$ cat src/haptic_pkg.sv
// constants and types shared by the haptic trigger device and its host
// Notes on behaviour
// - analog input needs mode 3, select 1
// - analog input drives until standby or mode change
// - reference level full, half is fifty percent
// - audio mode: mode 4, coupling and select set
// - mode 1 edge trigger, mode 2 level
// - pin fires queued sequence via start bit
// - rising edge sets start bit
// - writing zero to start bit cancels playback
// - rising edge while set cancels and clears
// - falling edge ignored in edge mode
// - level mode: start bit follows pin
// - host holds pin high whole waveform
// - enable low acts as standby, keeps registers
// - host writes only while enable high
// - soft reset returns power-up state
// - open loop: clamp full scale, mid zero
// - negative: reverse rotation or half-cycle phase
// - amplitude eight bits, signed or unsigned
// - host: open-loop linear only with pulse input
// - closed loop: rated full scale, clamp ceiling
// - host uses unsigned format in uni-directional
// - bi-directional: below mid gives zero, default
// - sequence from slot one, stop zero or eight
package haptic_pkg;
   // device register offsets
   localparam logic [7:0] REG_STATUS = 8'h00;
   localparam logic [7:0] REG_MODE = 8'h01;
   localparam logic [7:0] REG_AMPL = 8'h02;
   localparam logic [7:0] REG_SEQ0 = 8'h04;
   localparam logic [7:0] REG_GO = 8'h0C;
   localparam logic [7:0] REG_CLAMP = 8'h16;
   localparam logic [7:0] REG_RATED = 8'h17;
   localparam logic [7:0] REG_CFG = 8'h1A;
   // field positions and reset values
   localparam int MODE_RESET_BIT = 7;
   localparam int MODE_STANDBY_BIT = 6;
   localparam int STATUS_PLAY_BIT = 4;
   localparam int CFG_ANALOG_SEL = 0;
   localparam int CFG_AC_COUPLING_ENABLE = 1;
   localparam int CFG_FORMAT = 2;
   localparam int CFG_LRA = 3;
   localparam int CFG_LOOP_LO = 4;
   localparam int SEQ_WAIT_BIT = 7;
   localparam logic [7:0] MODE_DEFAULT = 8'h40;
   localparam logic [7:0] SEQ0_DEFAULT = 8'h01;
   localparam logic [7:0] CLAMP_DEFAULT = 8'hFF;
   localparam logic [7:0] RATED_DEFAULT = 8'h80;
   localparam logic [7:0] CFG_DEFAULT = 8'h00;
   localparam logic [7:0] MID_SCALE = 8'h80;
   localparam logic [7:0] FULL_SCALE = 8'hFF;
   localparam int SEQ_SLOTS = 8;
   // mode field values
   localparam logic [2:0] MODE_INTERNAL = 3'h0;
   localparam logic [2:0] MODE_EDGE = 3'h1;
   localparam logic [2:0] MODE_LEVEL = 3'h2;
   localparam logic [2:0] MODE_INPUT = 3'h3;
   localparam logic [2:0] MODE_AUDIO = 3'h4;
   localparam logic [2:0] MODE_AMPL = 3'h5;
   // drive loop selection in the configuration register
   localparam logic [1:0] LOOP_CLOSED_BI = 2'h0;
   localparam logic [1:0] LOOP_CLOSED_UNI = 2'h1;
   localparam logic [1:0] LOOP_OPEN = 2'h2;
   // timing
   localparam int CLK_PERIOD_NS = 10;
   localparam int WAIT_UNIT_MS = 10;
   localparam int WAIT_UNIT_CYCLES = WAIT_UNIT_MS * 1000000 / CLK_PERIOD_NS;
   localparam int TRIG_PULSE_NS = 1000;
   localparam int TRIG_PULSE_CYCLES =
      (TRIG_PULSE_NS + CLK_PERIOD_NS - 1) / CLK_PERIOD_NS;
   // host controller register offsets
   localparam logic [3:0] H_ADDR = 4'h0;
   localparam logic [3:0] H_WDATA = 4'h1;
   localparam logic [3:0] H_CMD = 4'h2;
   localparam logic [3:0] H_RDATA = 4'h3;
   localparam logic [3:0] H_PINS = 4'h4;
   localparam logic [3:0] H_LEVEL = 4'h5;
   localparam logic [3:0] H_STATUS = 4'h6;
   localparam int CMD_WRITE_BIT = 0;
   localparam int CMD_READ_BIT = 1;
   localparam int PIN_EN_BIT = 0;
   localparam int PIN_TRIG_BIT = 1;
   localparam int PIN_PULSE_BIT = 2;
   localparam int STAT_PULSE_BIT = 0;
   localparam int STAT_REFUSED_BIT = 1;
   localparam int STAT_RDPEND_BIT = 2;
   typedef enum logic [1:0] {SEQ_IDLE, SEQ_PLAY, SEQ_DONE} seq_state_t;
endpackage : haptic_pkg

$ cat src/haptic_link_if.sv
// link between the haptic device and its host: pins and register port
`timescale 1ns/100ps
interface haptic_link_if (input wire logic ref_clk);
   logic en;
   logic trig;
   logic [7:0] in_level;
   logic [7:0] addr;
   logic [7:0] wdata;
   logic wr;
   logic rd;
   logic [7:0] rdata;
   modport dev (input en, trig, in_level, addr, wdata, wr, rd,
      output rdata);
   modport host (output en, trig, in_level, addr, wdata, wr, rd,
      input rdata);
endinterface : haptic_link_if

$ cat src/haptic_input_mode_trigger_ctrl.sv
// device end: mode decode, trigger pin handling, sequencer and drive scaling
//
// Added by the designer: the address map and strobed register access.
`timescale 1ns/100ps
module haptic_input_mode_trigger_ctrl
   import haptic_pkg::*;
#(
   parameter int EFFECT_CYCLES = 1000,
   parameter int WAIT_CYCLES = WAIT_UNIT_CYCLES,
   parameter logic [2:0] ID_CODE = 3'h5 // arbitrary identity value
)(
   input wire logic ref_clk,
   input wire logic sys_rst,
   haptic_link_if.dev link,
   output logic [7:0] drive_mag,
   output logic drive_neg,
   output logic phase_shift,
   output logic analog_active,
   output logic audio_active,
   output logic playing,
   output logic [2:0] slot
);
   typedef struct packed {
      logic en_s1;
      logic en_s2;
      logic trig_s1;
      logic trig_s2;
      logic trig_p;
      logic [7:0] mode;
      logic [7:0] ampl;
      logic [7:0] clamp;
      logic [7:0] rated;
      logic [7:0] cfg;
      logic [SEQ_SLOTS-1:0][7:0] seq;
      logic go;
      seq_state_t st;
      logic [2:0] slot;
      logic [31:0] cnt;
      logic [7:0] rdata;
      logic [7:0] mag;
      logic neg;
      logic phase;
      logic analog;
      logic audio;
   } dev_state_t;

   dev_state_t q, n;

   function automatic dev_state_t power_up();
      dev_state_t s;
      s = '0;
      s.mode = MODE_DEFAULT;
      s.clamp = CLAMP_DEFAULT;
      s.rated = RATED_DEFAULT;
      s.cfg = CFG_DEFAULT;
      s.seq[0] = SEQ0_DEFAULT;
      s.st = SEQ_IDLE;
      return s;
   endfunction : power_up

   // cycles a slot occupies, less one: an effect or a multiple of the wait
   function automatic logic [31:0] slot_len(input logic [7:0] v);
      logic [31:0] len;
      len = 32'(EFFECT_CYCLES);
      if (v[SEQ_WAIT_BIT])
         len = 32'(v[6:0]) * 32'(WAIT_CYCLES);
      if (len == 32'h0)
         len = 32'h1;
      return len - 32'h1;
   endfunction : slot_len

   // a * b / 256, rounded down
   function automatic logic [7:0] scale(input logic [7:0] a,
      input logic [7:0] b);
      logic [15:0] p;
      p = 16'(a) * 16'(b);
      return p[15:8];
   endfunction : scale

   // distance from mid-scale, doubled and saturated to full scale
   function automatic logic [7:0] span(input logic [7:0] u);
      logic [8:0] d;
      if (u >= MID_SCALE)
         d = {1'b0, u - MID_SCALE} << 1;
      else
         d = {1'b0, MID_SCALE - u} << 1;
      return d[8] ? FULL_SCALE : d[7:0];
   endfunction : span

   logic rise;
   logic standby;
   logic [2:0] mode_f;
   logic trig_mode;
   logic [2:0] idx;
   logic [3:0] nxt;
   logic use_in;
   logic [7:0] u;
   logic [7:0] m;
   logic ng;
   logic [1:0] loop_f;

   always_comb
   begin
      n = q;
      idx = '0;
      nxt = '0;
      use_in = 1'b0;
      u = MID_SCALE;
      m = '0;
      ng = 1'b0;
      // enable and trigger pins cross into this clock before any use; in_level is used as it arrives
      n.en_s1 = link.en;
      n.en_s2 = q.en_s1;
      n.trig_s1 = link.trig;
      n.trig_s2 = q.trig_s1;
      n.trig_p = q.trig_s2;
      rise = q.trig_s2 & ~q.trig_p;
      mode_f = q.mode[2:0];
      loop_f = q.cfg[CFG_LOOP_LO +: 2];
      standby = q.mode[MODE_STANDBY_BIT] | ~q.en_s2;
      trig_mode = (mode_f == MODE_EDGE) || (mode_f == MODE_LEVEL);

      // sequencer: slot 0 first, stops on zero or after the last slot
      case (q.st)
         SEQ_IDLE:
         begin
            if (q.go && !standby
               && (trig_mode || mode_f == MODE_INTERNAL))
            begin
               n.slot = '0;
               if (q.seq[0] == 8'h00)
                  n.st = SEQ_DONE;
               else
               begin
                  n.st = SEQ_PLAY;
                  n.cnt = slot_len(q.seq[0]);
               end
            end
         end
         SEQ_PLAY:
         begin
            nxt = {1'b0, q.slot} + 4'h1;
            if (!q.go || standby)
               n.st = SEQ_IDLE;
            else if (q.cnt != 32'h0)
               n.cnt = q.cnt - 32'h1;
            else if (nxt == 4'(SEQ_SLOTS) || q.seq[nxt[2:0]] == 8'h00)
            begin
               n.st = SEQ_DONE;
               if (mode_f != MODE_LEVEL)
                  n.go = 1'b0;
            end
            else
            begin
               n.slot = nxt[2:0];
               n.cnt = slot_len(q.seq[nxt[2:0]]);
            end
         end
         SEQ_DONE:
         begin
            // level mode holds the start bit high; wait for the pin to drop
            if (!q.go)
               n.st = SEQ_IDLE;
         end
         default:
            n.st = SEQ_IDLE;
      endcase

      // register port; writes are taken only while enabled
      if (link.wr && q.en_s2)
      begin
         idx = 3'(link.addr - REG_SEQ0);
         if (link.addr == REG_MODE)
            n.mode = link.wdata;
         else if (link.addr == REG_AMPL)
            n.ampl = link.wdata;
         else if (link.addr == REG_CLAMP)
            n.clamp = link.wdata;
         else if (link.addr == REG_RATED)
            n.rated = link.wdata;
         else if (link.addr == REG_CFG)
            n.cfg = link.wdata;
         else if (link.addr == REG_GO)
            n.go = link.wdata[0];
         else if (link.addr >= REG_SEQ0
            && link.addr < REG_SEQ0 + 8'(SEQ_SLOTS))
            n.seq[idx] = link.wdata;
      end

      // pin trigger comes after the write so the pin wins a collision
      if (mode_f == MODE_EDGE && rise)
         n.go = ~q.go;
      else if (mode_f == MODE_LEVEL)
         n.go = q.trig_s2;

      n.rdata = 8'h00;
      if (link.rd)
      begin
         idx = 3'(link.addr - REG_SEQ0);
         if (link.addr == REG_STATUS)
         begin
            n.rdata = {ID_CODE, 5'h00};
            n.rdata[STATUS_PLAY_BIT] = (q.st == SEQ_PLAY);
         end
         else if (link.addr == REG_MODE)
            n.rdata = q.mode;
         else if (link.addr == REG_AMPL)
            n.rdata = q.ampl;
         else if (link.addr == REG_CLAMP)
            n.rdata = q.clamp;
         else if (link.addr == REG_RATED)
            n.rdata = q.rated;
         else if (link.addr == REG_CFG)
            n.rdata = q.cfg;
         else if (link.addr == REG_GO)
            n.rdata = {7'h00, q.go};
         else if (link.addr >= REG_SEQ0
            && link.addr < REG_SEQ0 + 8'(SEQ_SLOTS))
            n.rdata = q.seq[idx];
      end

      // input value selection
      n.analog = !standby && mode_f == MODE_INPUT
         && q.cfg[CFG_ANALOG_SEL];
      n.audio = !standby && mode_f == MODE_AUDIO
         && q.cfg[CFG_AC_COUPLING_ENABLE] && q.cfg[CFG_ANALOG_SEL];
      if (!standby && mode_f == MODE_INPUT)
      begin
         use_in = 1'b1;
         u = link.in_level; // full code is the reference level
      end
      else if (!standby && mode_f == MODE_AMPL)
      begin
         use_in = 1'b1;
         // signed data is offset to the same mid-scale origin
         u = q.cfg[CFG_FORMAT] ? q.ampl : (q.ampl ^ MID_SCALE);
      end
      else if (q.st == SEQ_PLAY && !q.seq[q.slot][SEQ_WAIT_BIT])
      begin
         use_in = 1'b1;
         u = FULL_SCALE;
      end

      // drive shaping per loop mode
      if (n.audio)
         m = scale(span(link.in_level), q.rated);
      else if (use_in)
      begin
         case (loop_f)
            LOOP_OPEN:
            begin
               m = scale(span(u), q.clamp);
               ng = (u < MID_SCALE);
            end
            LOOP_CLOSED_UNI:
               m = scale(u, q.rated);
            default:
               m = (u < MID_SCALE) ? 8'h00 : scale(span(u), q.rated);
         endcase
         if (m > q.clamp)
            m = q.clamp;
      end
      n.mag = m;
      // reverse drive: rotating mass turns back, linear shifts phase
      n.neg = ng && !q.cfg[CFG_LRA];
      n.phase = ng && q.cfg[CFG_LRA];

      if (link.wr && q.en_s2 && link.addr == REG_MODE
         && link.wdata[MODE_RESET_BIT])
         n = power_up();
   end

   always_ff @(posedge ref_clk)
   begin
      if (sys_rst)
         q <= power_up();
      else
         q <= n;
   end

   assign link.rdata = q.rdata;
   assign drive_mag = q.mag;
   assign drive_neg = q.neg;
   assign phase_shift = q.phase;
   assign analog_active = q.analog;
   assign audio_active = q.audio;
   assign playing = (q.st == SEQ_PLAY);
   assign slot = q.slot;
endmodule : haptic_input_mode_trigger_ctrl

$ cat src/flat_wrapper.sv
// flat-port wrapper written by rule: the top's interface ports become plain ports
module haptic_input_mode_trigger_ctrl_flat import haptic_pkg::*;
#(
   parameter int EFFECT_CYCLES = 1000,
   parameter int WAIT_CYCLES = WAIT_UNIT_CYCLES,
   parameter logic [2:0] ID_CODE = 3'h5                            
)
  (ref_clk, sys_rst, drive_mag, drive_neg, phase_shift, analog_active, audio_active, playing, slot, link_en, link_trig, link_in_level, link_addr, link_wdata, link_wr, link_rd, link_rdata);
  haptic_link_if link_i (.ref_clk(ref_clk));
  input wire logic ref_clk;
  input wire logic sys_rst;
  output logic [7:0] drive_mag;
  output logic drive_neg;
  output logic phase_shift;
  output logic analog_active;
  output logic audio_active;
  output logic playing;
  output logic [2:0] slot;
  input wire logic [$bits(link_i.en)-1:0] link_en;
  input wire logic [$bits(link_i.trig)-1:0] link_trig;
  input wire logic [$bits(link_i.in_level)-1:0] link_in_level;
  input wire logic [$bits(link_i.addr)-1:0] link_addr;
  input wire logic [$bits(link_i.wdata)-1:0] link_wdata;
  input wire logic [$bits(link_i.wr)-1:0] link_wr;
  input wire logic [$bits(link_i.rd)-1:0] link_rd;
  output wire logic [$bits(link_i.rdata)-1:0] link_rdata;
  assign link_i.en = link_en;
  assign link_i.trig = link_trig;
  assign link_i.in_level = link_in_level;
  assign link_i.addr = link_addr;
  assign link_i.wdata = link_wdata;
  assign link_i.wr = link_wr;
  assign link_i.rd = link_rd;
  assign link_rdata = link_i.rdata;
  haptic_input_mode_trigger_ctrl #(.EFFECT_CYCLES(EFFECT_CYCLES), .WAIT_CYCLES(WAIT_CYCLES), .ID_CODE(ID_CODE)) u_core (.ref_clk(ref_clk), .sys_rst(sys_rst), .link(link_i), .drive_mag(drive_mag), .drive_neg(drive_neg), .phase_shift(phase_shift), .analog_active(analog_active), .audio_active(audio_active), .playing(playing), .slot(slot));
endmodule
$ cat config.mk
export PLATFORM = sky130hd
export DESIGN_NAME = haptic_input_mode_trigger_ctrl_flat
export DESIGN_NICKNAME = d
export VERILOG_FILES = /design/src/haptic_pkg.sv /design/src/haptic_link_if.sv /design/src/haptic_input_mode_trigger_ctrl.sv /design/src/flat_wrapper.sv
export SDC_FILE = /design/constraint.sdc
export NUM_CORES = 1
export LEC_CHECK = 0
export BUFFER_PORTS_ARGS = -buffer_cell sky130_fd_sc_hd__buf_2
export CAP_MARGIN = 5
export CORE_UTILIZATION = 45
export CTS_CLUSTER_DIAMETER = 60
export DETAILED_ROUTE_END_ITERATION = 12
export PLACE_DENSITY = 0.6
export SYNTH_ARGS = -nofsm -noshare
export SYNTH_HDL_FRONTEND = slang
export SYNTH_SLANG_ARGS = --single-unit
$ cat constraint.sdc
create_clock -name ref_clk -period 29 [get_ports ref_clk]
set_clock_uncertainty 0.05 [all_clocks]
set_input_delay 5.8 -clock ref_clk [delete_from_list [all_inputs] [get_ports ref_clk]]
set_output_delay 5.8 -clock ref_clk [all_outputs]
set_load 0.01 [all_outputs]
==> results.py <==
metrics = {
    "worst_hold_path": {
        "min_from": "u_core.q[166]$_SDFF_PP0_",
        "hp-class": "flop to flop",
        "holdPathStages": 1,
        "hold_end": "u_core.q[165]$_SDFF_PP0_",
    },
    "cts": {
        "clockBufferDepth": 2,
        "numCtsBuffers": 17,
        "cts_num_sinks": 167,
        "tritoncts": "yes",
        "post_cts_resize_count": 0,
        "h-tree-depth": 4,
        "clockRootBuffer": "clkbuf_16",
        "clkTransAtPathRegs_ns": 0.08,
        "cts.hold.buffers_added": 0,
        "cts_setup_buffers": 0,
        "clkLatencyLatePin_ns": 0.44,
    },
    "placement": {
        "io_buffers": 53,
        "hpwl_mm": 49.50,
        "place.gp.congestion": 0.9169,
        "dp_slack_ns": 13.99,
    },
    "timing": {
        "tightest_slew_ns": 1.179,
        "setup-violations-final": 0,
        "final_max_slew_viol_count": 0,
        "finalSetupTns_ns": 0,
        "timing.final.crit_share_pct": 50.52,
        "min_period_ns": 14.65,
        "slew_headroom_pct": 21.13,
        "hold_violations": 0,
        "rsz0062_at_grt": "no",
        "fmax_ghz": 0.06825,
        "fin_ws_ns": 14.35,
    },
    "setup_path": {
        "crit_type": "input pin to flop",
        "worst_ep_required_time_ns": 29.30,
        "r2r_end": "u_core.drive_mag[3]$_SDFF_PP0_",
        "endpoint_kind": "flop",
        "arrival_ns": 14.95,
        "cp.buffers_inverters": 5,
        "crit_fanout": 16,
        "reg2reg_depth": 34,
        "cp-start-kind": "input pin",
        "reg2reg_from": "u_core.q[165]$_SDFF_PP0_",
        "crit_family": "compound AO/OA/AOI/OAI gates",
        "crit_slowest_cell": "nor4_1",
        "slowest_delay_ns": 0.93,
        "reg2reg_slack_ns": 18.81,
    },
    "cells_and_area": {
        "antenna_cells": 0,
        "layout.area.seq_um2": 3343,
        "drive_gt1_share_pct": 7.482,
        "area_growth_pct": 6.682,
        "nNetsFinal": 2954,
        "fillers": 4554,
        "multi_input_area_um2": 16210,
    },
    "global_route": {
        "grt_pass1_vias": 18340,
        "grt_max_degree": 72,
        "antenna_found_initial": 4,
        "grt_pass1_wl_mm": 101.3,
        "grtUsageTotal_pct": 26.91,
        "grt_overflow": 0,
    },
    "synthesis": {
        "syn_avg_cell_area_um2": 8.335,
        "ys.flop_type": "dfxtp_1",
        "synth_edf_count": 0,
        "yosys_warnings": 0,
        "synth_fp_nets": 2982,
        "yosysTopAreaCell": "dfxtp_1",
        "syn_area_um2": 21180,
        "synthDistinctLibCells": 88,
        "synthCells": 2541,
        "synth_area_leaders": "dfxtp_1 16%, fa_1 16%, ha_1 15%, inv_1 5.1%, nand2_1 4.6%",
        "synthDominantCellAreaShare_pct": 15.79,
        "ys_seq_area_share_pct": 15.79,
        "async_reset_ff_share_pct": 0,
        "ys_seq_elements": 167,
    },
    "job": {
        "drv_cap": 0,
    },
    "die": {
        "die_area_um2": 47940,
        "pin_count": 54,
        "row_count": 79,
        "die_h_um": 218.9,
        "core_um2": 46460,
        "die_w_um": 218.9,
        "start_util_pct": 45.59,
    },
    "power_and_ir_drop": {
        "ir_drop_uv": 31.85,
        "p_leak_nw": 11.20,
        "p_per_area_nw_per_um2": 23.24,
    },
    "detailed_routing": {
        "drc": 0,
        "drtIter0Drc": 1591,
        "wl_per_cell_um": 20.38,
        "wirelength_mm": 63.84,
        "dr.pass1.iters": 6,
        "ant_nets": 0,
        "num_vias": 18750,
        "routed_via_density": 5.984,
    },
    "outcome": {
        "status": "finished clean",
    },
}
## per-stage QoR
stage | instances | power [W] | cell area [µm²] | utilization [%] | hold WS, ns
global route | 3133 | 0.0005391 | 22590 | 48.63 | 0.4137
global placement | 3101 | 0.0002663 | 21920 | 47.19 | 0.3593
floorplan | 2541 | 0.0002548 | 21180 | - | 0.3557
finish | 3133 | 0.0005250 | 22590 | 48.63 | 0.3793
CTS | 3133 | 0.0005263 | 22590 | 48.63 | 0.3806
detailed placement | 3101 | 0.0002667 | 21920 | 47.19 | 0.3641
## power breakdown
group	switching, W	internal, W
sequential	0.000000667	0.000230
clock	0.000107	0.000155
combinational	0.0000229	0.00000894
## flip-flops by register name, indices dropped and copies added, names as in the netlist
| register | count |
|---|---|
| u_core.q | 139 |
| u_core.loop_f | 2 |
| u_core.drive_neg | 1 |
| u_core.phase_shift | 1 |
| u_core.audio_active | 1 |
| u_core.mode_f | 3 |
| u_core.link.rdata | 8 |
| u_core.drive_mag | 8 |
| u_core.analog_active | 1 |
| u_core.slot | 3 |
## routing by layer
layer	vias up	share of wire (%)	global-route usage [%]
met4	4	2.6	7.731
met2	700	45	41.95
li1	8742	-	-
met1	9186	45	37.83
met5	-	0.042	0
met3	116	7.2	4.809
## worst max-delay path by stage
| stage | cells past startpoint | slack [ns] | startpoint | to |
|---|---|---|---|---|
| after global placement | 34 | 14.20 | link_in_level[5] | u_core.drive_mag[3]$_SDFF_PP0_ |
| after detailed placement | 32 | 13.99 | link_in_level[5] | u_core.drive_mag[3]$_SDFF_PP0_ |
| after CTS | 32 | 14.45 | link_in_level[5] | u_core.drive_mag[3]$_SDFF_PP0_ |
| after floorplan | 32 | 15.19 | link_in_level[5] | u_core.drive_mag[3]$_SDFF_PP0_ |
| final | 34 | 14.35 | link_in_level[5] | u_core.drive_mag[3]$_SDFF_PP0_ |
| after global routing | 31 | 13.35 | link_in_level[5] | u_core.drive_mag[3]$_SDFF_PP0_ |
## final cells by class
class	count	area share [%]
inverter	289	4.801
clock inverter	15	1.096
sequential	167	14.80
timing repair buffer	88	2.337
clock buffer	17	1.883
tap	607	3.361
multi-input combinational	1950	71.72
## Yosys cell counts (all sizes together) (27+ instances only)
| master | number |
|---|---|
| a21o | 30 |
| a21oi | 119 |
| and2 | 132 |
| and3 | 27 |
| buf | 29 |
| clkbuf | 106 |
| dfxtp | 167 |
| fa | 164 |
| ha | 247 |
| inv | 288 |
| mux2i | 94 |
| nand2 | 259 |
| nand2b | 27 |
| nand3 | 68 |
| nor2 | 186 |
| nor3 | 43 |
| o21ai | 74 |
| xnor2 | 34 |
| xor2 | 29 |
## cells in the final DEF, fill, tap and decap left out, types with 13 or more instances in the layout
cell,count
xnor2_1,34
ha_1,247
nor3_1,42
and3_1,27
inv_1,288
o21ai_0,64
o211ai_1,21
clkbuf_16,17
mux2i_1,93
fa_1,164
nand2_1,259
nor2_1,186
dfxtp_1,167
nand3_1,68
buf_2,53
and2_1,131
nand2b_1,27
mux4_2,25
or3_1,13
a22oi_1,13
xor2_1,28
a211oi_1,18
nand4_1,21
a221oi_1,17
nor4_1,18
a21o_1,29
nor2b_1,23
a31oi_1,24
buf_4,35
a21oi_1,118
## cell families (layout without fill, tap and decap cells)
logic type	Yosys count	after routing	share of synthesized area, %
flip-flops	167	167	15.79
AND/OR/NAND/NOR	888	888	21.08
adder cells (fa/ha/maj)	411	411	30.09
XOR/XNOR	64	64	2.800
AO/OA/AOI/OAI	458	458	14.63
buffers and inverters	424	409	7.910
multiplexers	129	129	7.692
## worst reg2reg max path: cells and delay by family (launching register included)
family                     cells  cell delay, ns
DFF                            1            0.47
and+or+nand+nor                9            1.82
AOI/OAI and AO/OA             14            4.56
xor gates and xnor gates       1            0.09
buffers and inverters          3            0.23
adders and majority gates      7            2.87
Note: power is estimated with default switching activity, not from simulation.
